<file path="src/rtl/clk_div_defines.vh">
// Contract
// [RL1] Six selectable system clock sources
// [RL2] Instruction clock is oscillator over two
// [RL3] PLL out = in*M/(N1*N2)
// [RL4] VCO = in*M/N1
// [RL5] PLL modes use PLL output as oscillator; code ticks them every aclk cycle, as for fast RC, primary and low power
// [RL6] Interrupt clears enable when recover bit set
// [RL7] Reduction ratio 1..128, reset code 011
// [RL8] Enable off forces 1:1 ratio
// [RL9] Ratio writes ignored while enable set
// [RL10] Enable cannot set while ratio is 000
// [RL11] Fast RC postscale 1..256, reset 000
// [RL12] Output divider 2,4,reserved,8; reset 01
// [RL13] Bit 5 reads zero; bits 4-0 input divider
// [RL14] Ratio changes only at divided boundary; code applies a change to 1:1 at once
`ifndef CLK_DIV_DEFINES_VH
`define CLK_DIV_DEFINES_VH
`define ADDR_DIVISOR     4'h0
`define ADDR_SOURCE      4'h4
`define ADDR_FEEDBACK    4'h8
`define ADDR_STATUS      4'hC
`define RECOVER_BIT      15
`define DOZE_HI          14
`define DOZE_LO          12
`define REDUCE_EN_BIT    11
`define FAST_RC_HI       10
`define FAST_RC_LO       8
`define POST_HI          7
`define POST_LO          6
`define PRE_HI           4
`define PRE_LO           0
`define DIVISOR_RESET    16'h3040
`define DIVISOR_MASK     16'hFFDF
`define FEEDBACK_RESET   9'h030
`define SOURCE_RESET     3'h0
`define MULT_RESET       10'h032
`define IN_DIV_RESET     6'h02
`define OUT_DIV_RESET    4'h4
`define SRC_FAST_RC      3'h0
`define SRC_FAST_RC_PLL  3'h1
`define SRC_PRI          3'h2
`define SRC_PRI_PLL      3'h3
`define SRC_LOW_POWER    3'h5
`define SRC_FAST_RC_POST 3'h7
`endif

</file>
<file path="src/rtl/pow2_divider.v">
`timescale 1ns/10ps
module pow2_divider #(
   parameter CW = 8
) (
   input  wire          aclk,
   input  wire          aresetn,
   input  wire          tick_in,
   input  wire [CW-1:0] ratio_mask,
   output reg           tick_out
);
   reg [CW-1:0] count_reg;
   always @(posedge aclk) begin
      if (!aresetn) begin
         count_reg <= {CW{1'b0}};
         tick_out  <= 1'b0;
      end else begin
         tick_out <= 1'b0;
         if (tick_in) begin
            if ((count_reg & ratio_mask) == ratio_mask) begin
               count_reg <= {CW{1'b0}};
               tick_out  <= 1'b1;
            end else begin
               count_reg <= count_reg + {{(CW-1){1'b0}}, 1'b1};
            end
         end
      end
   end
endmodule

</file>
<file path="src/rtl/clock_divisor_ctrl.v">
// Chosen here: the register addresses and the AXI4-Lite register port.
`timescale 1ns/10ps
`include "clk_div_defines.vh"
module clock_divisor_ctrl (
   input  wire        aclk,
   input  wire        aresetn,
   input  wire [3:0]  s_axi_awaddr,
   input  wire        s_axi_awvalid,
   output reg         s_axi_awready,
   input  wire [31:0] s_axi_wdata,
   input  wire [3:0]  s_axi_wstrb,
   input  wire        s_axi_wvalid,
   output reg         s_axi_wready,
   output reg  [1:0]  s_axi_bresp,
   output reg         s_axi_bvalid,
   input  wire        s_axi_bready,
   input  wire [3:0]  s_axi_araddr,
   input  wire        s_axi_arvalid,
   output reg         s_axi_arready,
   output reg  [31:0] s_axi_rdata,
   output reg  [1:0]  s_axi_rresp,
   output reg         s_axi_rvalid,
   input  wire        s_axi_rready,
   input  wire        irq_event,
   output reg         instr_tick,
   output reg         periph_tick,
   output reg         cpu_tick,
   output reg  [2:0]  active_source,
   output reg         reserved_post
);
   reg [15:0] divisor_reg;
   reg [2:0]  source_reg;
   reg [8:0]  feedback_reg;
   reg [3:0]  aw_addr_reg;
   reg        aw_have_reg;
   reg [31:0] w_data_reg;
   reg [3:0]  w_strb_reg;
   reg        w_have_reg;
   reg        osc_tick;
   reg        osc_phase_reg;
   reg [7:0]  doze_mask_reg;
   reg [7:0]  fast_rc_mask;
   reg [9:0]  mult_factor_reg;
   reg [5:0]  in_div_factor_reg;
   reg [3:0]  out_div_factor_reg;
   reg [7:0]  doze_mask_next;
   reg [15:0] divisor_next;
   reg [15:0] wr_val;
   reg [2:0]  doze_new;
   reg        aw_now;
   reg        w_now;
   reg        wr_go;
   reg [3:0]  wr_addr;
   reg [31:0] wr_data;
   reg [3:0]  wr_strb;
   wire       doze_tick;
   wire       fast_rc_tick;

   // Write channel capture, either order
   always @* begin
      aw_now  = s_axi_awvalid & s_axi_awready;
      w_now   = s_axi_wvalid & s_axi_wready;
      wr_go   = (aw_have_reg | aw_now) & (w_have_reg | w_now) &
                ~s_axi_bvalid;
      wr_addr = aw_have_reg ? aw_addr_reg : s_axi_awaddr;
      wr_data = w_have_reg ? w_data_reg : s_axi_wdata;
      wr_strb = w_have_reg ? w_strb_reg : s_axi_wstrb;
   end

   // Divisor register update
   always @* begin
      doze_new = 3'h0;
      wr_val = divisor_reg;
      if (wr_strb[0])
         wr_val[7:0] = wr_data[7:0];
      if (wr_strb[1])
         wr_val[15:8] = wr_data[15:8];
      wr_val = wr_val & `DIVISOR_MASK; // RL13
      divisor_next = divisor_reg;
      if (wr_go && wr_addr == `ADDR_DIVISOR) begin
         divisor_next = wr_val;
         if (divisor_reg[`REDUCE_EN_BIT])
            divisor_next[`DOZE_HI:`DOZE_LO] =
               divisor_reg[`DOZE_HI:`DOZE_LO]; // RL9
         doze_new = divisor_next[`DOZE_HI:`DOZE_LO];
         if (!divisor_reg[`REDUCE_EN_BIT] && doze_new == 3'h0)
            divisor_next[`REDUCE_EN_BIT] = 1'b0; // RL10
      end
      if (irq_event && divisor_reg[`RECOVER_BIT])
         divisor_next[`REDUCE_EN_BIT] = 1'b0; // RL6
   end

   always @(posedge aclk) begin
      if (!aresetn) begin
         s_axi_awready <= 1'b0;
         s_axi_wready  <= 1'b0;
         s_axi_bvalid  <= 1'b0;
         s_axi_bresp   <= 2'h0;
         aw_have_reg   <= 1'b0;
         w_have_reg    <= 1'b0;
         aw_addr_reg   <= 4'h0;
         w_data_reg    <= 32'h0;
         w_strb_reg    <= 4'h0;
         divisor_reg   <= `DIVISOR_RESET; // RL7 RL11 RL12
         source_reg    <= `SOURCE_RESET;
         feedback_reg  <= `FEEDBACK_RESET;
      end else begin
         divisor_reg <= divisor_next;
         s_axi_awready <= ~aw_have_reg & ~aw_now & ~wr_go;
         s_axi_wready  <= ~w_have_reg & ~w_now & ~wr_go;
         if (wr_go) begin
            aw_have_reg   <= 1'b0;
            w_have_reg    <= 1'b0;
            s_axi_awready <= 1'b0;
            s_axi_wready  <= 1'b0;
            s_axi_bvalid  <= 1'b1;
            s_axi_bresp   <= (wr_addr == `ADDR_STATUS ||
                              wr_addr[1:0] != 2'h0) ? 2'h2 : 2'h0;
            if (wr_addr == `ADDR_SOURCE && wr_strb[0])
               source_reg <= wr_data[2:0];
            if (wr_addr == `ADDR_FEEDBACK) begin
               if (wr_strb[0])
                  feedback_reg[7:0] <= wr_data[7:0];
               if (wr_strb[1])
                  feedback_reg[8] <= wr_data[8];
            end
         end else begin
            if (aw_now) begin
               aw_have_reg <= 1'b1;
               aw_addr_reg <= s_axi_awaddr;
            end
            if (w_now) begin
               w_have_reg <= 1'b1;
               w_data_reg <= s_axi_wdata;
               w_strb_reg <= s_axi_wstrb;
            end
         end
         if (s_axi_bvalid && s_axi_bready) begin
            s_axi_bvalid  <= 1'b0;
            s_axi_awready <= 1'b1;
            s_axi_wready  <= 1'b1;
         end
      end
   end

   // Read channel
   always @(posedge aclk) begin
      if (!aresetn) begin
         s_axi_arready <= 1'b0;
         s_axi_rvalid  <= 1'b0;
         s_axi_rdata   <= 32'h0;
         s_axi_rresp   <= 2'h0;
      end else begin
         s_axi_arready <= ~s_axi_rvalid & ~s_axi_arready;
         if (s_axi_arvalid && s_axi_arready) begin
            s_axi_arready <= 1'b0;
            s_axi_rvalid  <= 1'b1;
            s_axi_rresp   <= 2'h0;
            case (s_axi_araddr)
               `ADDR_DIVISOR:  s_axi_rdata <= {16'h0, divisor_reg};
               `ADDR_SOURCE:   s_axi_rdata <= {29'h0, source_reg};
               `ADDR_FEEDBACK: s_axi_rdata <= {23'h0, feedback_reg};
               `ADDR_STATUS:   s_axi_rdata <= {3'h0, mult_factor_reg,
                                               out_div_factor_reg,
                                               in_div_factor_reg,
                                               reserved_post,
                                               active_source,
                                               doze_mask_reg[4:0]};
               default: begin
                  s_axi_rdata <= 32'h0;
                  s_axi_rresp <= 2'h2;
               end
            endcase
         end
         if (s_axi_rvalid && s_axi_rready)
            s_axi_rvalid <= 1'b0;
      end
   end

   // Fast RC postscaler mask
   always @* begin
      case (divisor_reg[`FAST_RC_HI:`FAST_RC_LO]) // RL11
         3'h0:    fast_rc_mask = 8'h00;
         3'h1:    fast_rc_mask = 8'h01;
         3'h2:    fast_rc_mask = 8'h03;
         3'h3:    fast_rc_mask = 8'h07;
         3'h4:    fast_rc_mask = 8'h0F;
         3'h5:    fast_rc_mask = 8'h1F;
         3'h6:    fast_rc_mask = 8'h3F;
         3'h7:    fast_rc_mask = 8'hFF;
         default: fast_rc_mask = 8'h00;
      endcase
   end

   pow2_divider #(.CW(8)) fast_rc_div (
      .aclk       (aclk),
      .aresetn    (aresetn),
      .tick_in    (1'b1),
      .ratio_mask (fast_rc_mask),
      .tick_out   (fast_rc_tick)
   );

   // Source selection and oscillator rate
   always @* begin
      case (source_reg) // RL1 RL5
         `SRC_FAST_RC, `SRC_PRI, `SRC_LOW_POWER: osc_tick = 1'b1;
         `SRC_FAST_RC_PLL, `SRC_PRI_PLL:         osc_tick = 1'b1;
         `SRC_FAST_RC_POST:                      osc_tick = fast_rc_tick;
         default:                                osc_tick = 1'b1;
      endcase
   end

   // Loop factors: multiplier, input and output division
   always @(posedge aclk) begin
      if (!aresetn) begin
         mult_factor_reg    <= `MULT_RESET;
         in_div_factor_reg  <= `IN_DIV_RESET;
         out_div_factor_reg <= `OUT_DIV_RESET;
      end else begin
         mult_factor_reg    <= {1'b0, feedback_reg} + 10'h002; // RL3 RL4
         in_div_factor_reg  <= {1'b0, divisor_reg[`PRE_HI:`PRE_LO]} +
                               6'h02; // RL3 RL4
         out_div_factor_reg <= {1'b0, divisor_reg[`POST_HI:`POST_LO],
                                1'b0} + 4'h2; // RL3
      end
   end

   // Reduction ratio as mask, forced to 1:1 when disabled
   always @* begin
      doze_mask_next = 8'h00;
      if (divisor_reg[`REDUCE_EN_BIT]) // RL8
         doze_mask_next = ~(8'hFF << divisor_reg[`DOZE_HI:`DOZE_LO]);
   end

   always @(posedge aclk) begin
      if (!aresetn) begin
         osc_phase_reg <= 1'b0;
         instr_tick    <= 1'b0;
         periph_tick   <= 1'b0;
         cpu_tick      <= 1'b0;
         doze_mask_reg <= 8'h00;
         active_source <= `SOURCE_RESET;
         reserved_post <= 1'b0;
      end else begin
         instr_tick <= 1'b0;
         if (osc_tick) begin
            osc_phase_reg <= ~osc_phase_reg;
            instr_tick    <= osc_phase_reg; // RL2
         end
         periph_tick   <= instr_tick;
         cpu_tick      <= doze_tick;
         active_source <= source_reg;
         reserved_post <= divisor_reg[`POST_HI:`POST_LO] == 2'h2; // RL12
         if (doze_tick || doze_mask_reg == 8'h00 ||
             doze_mask_next == 8'h00)
            doze_mask_reg <= doze_mask_next; // RL14
      end
   end

   pow2_divider #(.CW(8)) doze_div (
      .aclk       (aclk),
      .aresetn    (aresetn),
      .tick_in    (instr_tick),
      .ratio_mask (doze_mask_reg),
      .tick_out   (doze_tick)
   );
endmodule

</file>
<file path="config.mk">
export PLATFORM = sky130hd
export DESIGN_NAME = clock_divisor_ctrl
export DESIGN_NICKNAME = d
export VERILOG_FILES = /design/src/rtl/pow2_divider.v /design/src/rtl/clock_divisor_ctrl.v
export VERILOG_INCLUDE_DIRS = /design/src /design/src/rtl
export SDC_FILE = /design/constraint.sdc
export NUM_CORES = 1
export LEC_CHECK = 0
export BUFFER_PORTS_ARGS = -buffer_cell sky130_fd_sc_hd__clkbuf_2
export CAP_MARGIN = 30
export CORE_MARGIN = 4
export CORE_UTILIZATION = 60
export DETAILED_ROUTE_END_ITERATION = 10
export HOLD_SLACK_MARGIN = 0.03
export PLACE_DENSITY_LB_ADDON = 0.15
export SLEW_MARGIN = 40
export SYNTH_ARGS = -nofsm -noshare
export SYNTH_HDL_FRONTEND = slang
export SYNTH_SLANG_ARGS = --single-unit
</file>
<file path="constraint.sdc">
create_clock -name aclk -period 3.91 [get_ports aclk]
set_input_delay 0.5865 -clock aclk [delete_from_list [all_inputs] [get_ports aclk]]
set_output_delay 0.5865 -clock aclk [all_outputs]
set_load 0.005 [all_outputs]
</file>
==> results of run 1 <==
[cell usage after synthesis (6+ instances only)]
cell type,n
dfxtp_1,145
nor2_1,123
mux2i_1,43
a21oi_1,28
a22oi_1,28
nand2_1,23
clkbuf_1,21
mux2_2,20
and2_1,15
inv_1,13
nand3_1,11
xnor2_1,10
xor2_1,10
nor3_1,9
a211oi_1,7
and3_1,7
buf_4,6
ha_1,6
nand2b_1,6
[final timing paths]
kind	to	slack, ns	from
worst min register to register	s_axi_arready	0.46	s_axi_rvalid
worst min-delay path	w_data_reg[3]	0.32	s_axi_wdata[3]
worst max-delay path	divisor_reg[7]	1.44	w_have_reg
worst max register to register	divisor_reg[7]	1.44	w_have_reg
[metrics by stage]
step           std cells  total power [W]  setup slack [ns]  area (um2)
6_report             808          0.00345              1.44        6840
5_1_grt              808          0.00358              1.26        6840
4_1_cts              808          0.00347              1.45        6840
3_5_place_dp         777          0.00175              1.46        6200
3_3_place_gp         777          0.00175              1.48        6190
2_1_floorplan        605          0.00170              1.81        5830
[kinds of logic (layout without fill, tap and decap cells)]
group | after synthesis | in the layout | synth area share, %
AO/OA/AOI/OAI | 89 | 89 | 10.6
XOR/XNOR | 20 | 20 | 3.01
multiplexers | 66 | 66 | 12.4
adder cells (fa/ha/maj) | 6 | 6 | 1.29
buffers and inverters | 51 | 125 | 4.73
other | 1 | 5 | 0.0645
flip-flops | 145 | 145 | 49.9
AND/OR/NAND/NOR | 223 | 223 | 17.9
[worst reg2reg max path, stage by stage, from the launching register on]
cell and delay [ns]:
dfxtp_1 0.31, buf_4 0.28, a21oi_1 0.16, or3_1 0.50, nor4b_4 0.71, nor2_1 0.10, a211oi_1 0.30
[where the power goes]
part | leakage, nW | internal (W) | total, W | switching, W
combinational | 1.43 | 0.0000824 | 0.000195 | 0.000113
clock | 0.306 | 0.00111 | 0.00173 | 0.000624
sequential | 1.17 | 0.00150 | 0.00153 | 0.0000215
total | 2.91 | 0.00270 | 0.00345 | 0.000758
[area by class of cell]
type | count | area [um2]
Sequential cell | 145 | 2900
Multi-Input combinational cell | 409 | 2660
Fill cell | 683 | 2480
Timing Repair Buffer | 81 | 430
Clock buffer | 17 | 414
Clock inverter | 14 | 226
Tap cell | 129 | 161
Inverter | 13 | 48.8
[layer usage]
metal | vias up | wire, um | track usage [%]
met4 | 0 | 276 | 9.50
met3 | 30 | 680 | 5.34
met5 | - | 0 | 0
met1 | 2150 | 5370 | 27.5
li1 | 2211 | - | -
met2 | 166 | 6580 | 42.6
[layout by cell type, fill, tap and decap left out, types with 5 or more instances in the layout]
| cell | count |
|---|---|
| a211oi_1 | 6 |
| a21oi_1 | 28 |
| a22oi_1 | 28 |
| and2_1 | 15 |
| and3_1 | 7 |
| bufinv_16 | 5 |
| clkbuf_16 | 16 |
| clkbuf_2 | 76 |
| conb_1 | 5 |
| dfxtp_1 | 145 |
| ha_1 | 6 |
| inv_1 | 12 |
| inv_6 | 5 |
| mux2_2 | 20 |
| mux2i_1 | 43 |
| nand2_1 | 22 |
| nand2b_1 | 6 |
| nand3_1 | 11 |
| nor2_1 | 123 |
| nor3_1 | 9 |
| o211ai_1 | 5 |
| o21ai_0 | 5 |
| or2_2 | 5 |
| xnor2_1 | 10 |
| xor2_1 | 10 |
==> flow_summary.json, run 1 <==
{
  "status": "completed",
  "path_depth": 6,
  "slowest_delay_ns": 0.71,
  "drt_iter0_markers": 248,
  "fin_crit_sh_pct": 63.3,
  "path_buf_inv": 1,
  "post-route-util_pct": 73.4,
  "synth-async-reset-ratio_pct": 0,
  "cts_root_buffer": "clkbuf_8",
  "hold_buffers": 0,
  "n_antenna_cell": 0,
  "critical_path_arrival_ns": 2.88,
  "rsz0062_at_grt": "no",
  "dieHeight_um": 106,
  "path_max_fanout": 20,
  "post_cts_buffers": 0,
  "clock_path_buffers": 2,
  "yosys_warnings": 0,
  "synthTopCellsByArea": "dfxtp_1 50%, nor2_1 7.9%, mux2i_1 7.4%, mux2_2 3.9%, a22oi_1 3.6%",
  "p_leak_nw": 2.91,
  "first_pass_iters": 5,
  "fin_hold_ws_ns": 0.316,
  "htreeDepth": 4,
  "grt_max_degree": 40,
  "slew_headroom_pct": 45.6,
  "cp_cell_sequence": "buf_4 > a21oi_1 > or3_1 > nor4b_4 > nor2_1 > a211oi_1",
  "drtAntennaViolNets": 0,
  "finalSetupTns_ns": 0,
  "numCtsBuffers": 17,
  "synth_largest_area_cell": "dfxtp_1",
  "initial_core_util_pct": 62.3,
  "drive_above_1_share_pct": 21.8,
  "drv_slew": 0,
  "vias": 4557,
  "hold_viol_final": 0,
  "postCtsResizedCells": 0,
  "synth.avg_cell_area_um2": 9.67,
  "yosysSeqAreaShare_pct": 49.9,
  "power.density_nw_per_um2": 505,
  "cap_viol_max_count": 0,
  "area_growth_pct": 17.7,
  "fp.dieW_um": 106,
  "dp_hpwl_mm": 8.97,
  "hold_path_depth": 3,
  "grt_usage_pct": 23.8,
  "crit_required_ns": 4.32,
  "syn_area_um2": 5810,
  "crit_path_start_kind": "flip-flop",
  "cpLargestDelayFamily": "simple AND/OR/NAND/NOR gates",
  "grt_pass1_vias": 4496,
  "min_path_type": "input pin to flip-flop",
  "criticalPathCategory": "flip-flop to flip-flop",
  "cts_tree": "done",
  "synth_edf_count": 0,
  "die_area_um2": 11300,
  "ys.flop_type": "dfxtp_1",
  "finalSetupViolCount": 0,
  "place.gp.congestion": 0.829,
  "rr_worst_depth": 6,
  "routedWlPerCell_um": 16.0,
  "clkTransAtPathRegs_ns": 0.06,
  "grt_pass1_wl_mm": 21.5,
  "synth.distinct_cells": 54,
  "grt_overflow": 0,
  "antenna_found_initial": 0,
  "clock_sinks": 145,
  "place.port_buffers": 76,
  "nNetsFinal": 725,
  "end_kind": "flip-flop",
  "skew_ns": 0.00703,
  "worst_slew_pin_slew_ns": 0.813,
  "largest_register_ff_count": 29,
  "yosys.area.top_type_share_pct": 49.9,
  "boundaryPins": 100,
  "fp-row-count": 35,
  "routed_wl_mm": 12.9,
  "core_area_um2": 9330,
  "min_period_ns": 2.47,
  "slowest_stage": "nor4b_4",
  "ys_seq_elements": 145,
  "max_freq_ghz": 0.404,
  "synth_cells": 601,
  "via_per_inst": 5.64,
  "insertion_delay_ns": 0.52,
  "ir_worst_vdd_uv": 341,
  "drc": 0
}
(Power assumes the default switching activity.)
==> inputs of run 2 (changes only) <==
--- a/config.mk
+++ b/config.mk
@@ -9,7 +9,7 @@
 export BUFFER_PORTS_ARGS = -buffer_cell sky130_fd_sc_hd__clkbuf_2
 export CAP_MARGIN = 30
 export CORE_MARGIN = 4
-export CORE_UTILIZATION = 60
+export CORE_UTILIZATION = 50
 export DETAILED_ROUTE_END_ITERATION = 10
 export HOLD_SLACK_MARGIN = 0.03
 export PLACE_DENSITY_LB_ADDON = 0.15
==> constraint.sdc (replaced) <==
create_clock -name aclk -period 2.05 [get_ports aclk]
set_input_delay 0.3075 -clock aclk [delete_from_list [all_inputs] [get_ports aclk]]
set_output_delay 0.3075 -clock aclk [all_outputs]
set_load 0.005 [all_outputs]
==> run 2 against run 1 <==
Effect of this change: register-to-register slack lost 1.3 ns; via count fell by 1.6%; fmax rose by 31%; power increased by 96%; wire length increased by 0.22%; global-route usage is 3.5 points lower; sequential power rose by 90%; sequential share of layout area fell by 0.99 points; non-clock buffer count up 15; largest cell class unchanged; highest routed layer unchanged.
==> flow_summary.json, run 2 (same netlist as run 1, synthesis figures left out) <==
{
  "power.density_nw_per_um2": 963,
  "fin_hold_ws_ns": 0.145,
  "min_to": "w_data_reg[12]",
  "numCtsBuffers": 17,
  "place.gp.congestion": 0.833,
  "p_sw_share_pct": 20.5,
  "drive_above_1_share_pct": 23.5,
  "rr_worst_depth": 5,
  "path_max_fanout": 3,
  "cp_cell_sequence": "mux2_2 > nor2b_1 > mux2_2 > o41ai_1 > a211oi_1",
  "seq_area_um2": 2910,
  "power_frac_seq_pct": 43.1,
  "die_area_um2": 13400,
  "fillers": 979,
  "post_cts_buffers": 0,
  "first_pass_iters": 6,
  "placed_cells": 806,
  "grt_pass1_wl_mm": 21.3,
  "end_kind": "flip-flop",
  "finalSetupViolCount": 0,
  "nNetsFinal": 740,
  "clockPowerShare_pct": 51.0,
  "fp-row-count": 39,
  "cpLargestDelayFamily": "multiplexers",
  "crit_required_ns": 2.33,
  "grt_max_degree": 57,
  "via_per_inst": 5.37,
  "insertion_delay_ns": 0.41,
  "fin_crit_sh_pct": 92.4,
  "drt_iter0_markers": 274,
  "slowest_delay_ns": 0.42,
  "initial_core_util_pct": 50.9,
  "cts_tree": "done",
  "drv_slew": 0,
  "grt_overflow": 0,
  "area_growth_pct": 20.7,
  "antenna_found_initial": 0,
  "rsz0062_at_grt": "yes",
  "status": "completed",
  "routedWlPerCell_um": 15.5,
  "slew_headroom_pct": 45.3,
  "drtAntennaViolNets": 0,
  "grt_usage_pct": 20.3,
  "grt_pass1_vias": 4445,
  "htreeDepth": 4,
  "postCtsResizedCells": 0,
  "n_antenna_cell": 0,
  "final_cell_mix": "144 x dfxtp_1, 123 x nor2_1, 76 x clkbuf_2",
  "ir_worst_vdd_uv": 677,
  "boundaryPins": 100,
  "hold_viol_final": 0,
  "place.port_buffers": 76,
  "hold_buffers": 0,
  "final_common_cell": "dfxtp_1",
  "path_buf_inv": 0,
  "total_power_w": 0.00676,
  "r2r_end": "divisor_reg[11]",
  "post-route-util_pct": 61.4,
  "drc": 0,
  "dp_hpwl_mm": 9.23,
  "criticalPathCategory": "flip-flop to flip-flop",
  "slowest_stage": "dfxtp_1",
  "min_path_type": "input pin to flip-flop",
  "clkTransAtPathRegs_ns": 0.06,
  "regToRegStartpoint": "w_have_reg",
  "rrSetupSlack_ns": 0.15,
  "final_cell_count_no_fill": 836,
  "multiInputGateArea_um2": 2660,
  "cts_root_buffer": "clkbuf_16",
  "clock_sinks": 145,
  "p_leak_nw": 3.01,
  "min_period_ns": 1.90,
  "critical_path_arrival_ns": 2.18,
  "largest_register_ff_count": 29,
  "max_freq_ghz": 0.528,
  "worst_slew_pin_slew_ns": 0.817,
  "crit_path_start_kind": "flip-flop",
  "routed_wl_mm": 12.9,
  "hold_path_depth": 3,
  "skew_ns": 0.00757,
  "core_area_um2": 11400,
  "p_switching_w": 0.00139,
  "clock_path_buffers": 2,
  "vias": 4486,
  "dieHeight_um": 116,
  "worstHoldStart": "s_axi_wdata[12]",
  "fp.dieW_um": 116,
  "cap_viol_max_count": 0,
  "p_int_w": 0.00537,
  "crit_top_cell": "mux2_2",
  "power.combinational.fraction_pct": 5.9,
  "finalSetupTns_ns": 0
}
-- run 2: changes by cell type in the layout (fill, tap and decap cells not counted), sizes merged --
cell	change
clkinv	+1
inv	-5
bufinv	+1
clkbuf	+2
buf	+15
-- run 2: worst max path at each step --
stage                            from               to  slack (ns)  cells after the start
final                      w_have_reg  divisor_reg[11]        0.15                      5
after global routing      aw_have_reg  fast_rc_mask[2]      -0.002                      6
after CTS                 aw_have_reg  fast_rc_mask[4]       0.002                      6
after detailed placement  aw_have_reg  fast_rc_mask[4]        0.02                      6
after global placement    aw_have_reg  fast_rc_mask[2]        0.04                      6
after floorplan           aw_have_reg    source_reg[0]        0.15                      8
-- run 2: tightest hold or removal path, delay by kind of cell --
family / cells / cell delay, ns
buffers and inverters: 1 / 0.09
AND/OR/NAND/NOR: 1 / 0.07
multiplexers: 1 / 0.06
-- run 2: metrics by stage --
step                      worst slack, ns  area, um2
after floorplan                     0.154       5830
after global placement             0.0420       6340
after detailed placement           0.0228       6340
after CTS                         0.00234       7000
after global routing             -0.00203       7020
final                               0.155       7020
-- run 2: layout make-up --
type	instances	share of cell area, %
clock buffers	19	6.46
clock inverters	11	3.00
inverters	13	0.696
multi-input cells	409	38.0
flip-flops and latches	145	41.4
well taps	143	2.55
repair buffers	96	7.92
-- run 2: metal layers --
metal / up-vias / global-route usage, % / wire length (um)
li1: 2235 / - / -
met1: 2120 / 24.8 / 5690
met2: 110 / 34.6 / 6430
met3: 21 / 5.17 / 611
met4: 0 / 7.42 / 211
met5: - / 0 / 0
-- run 2: power by group through the flow --
stage          clock network (W)  logic (W)  registers [W]
5_1_grt                  0.00362   0.000441        0.00292
6_report                 0.00345   0.000396        0.00291
2_1_floorplan                  0   0.000283        0.00296
4_1_cts                  0.00349   0.000400        0.00291
3_5_place_dp                   0   0.000396        0.00297
3_3_place_gp                   0   0.000388        0.00297
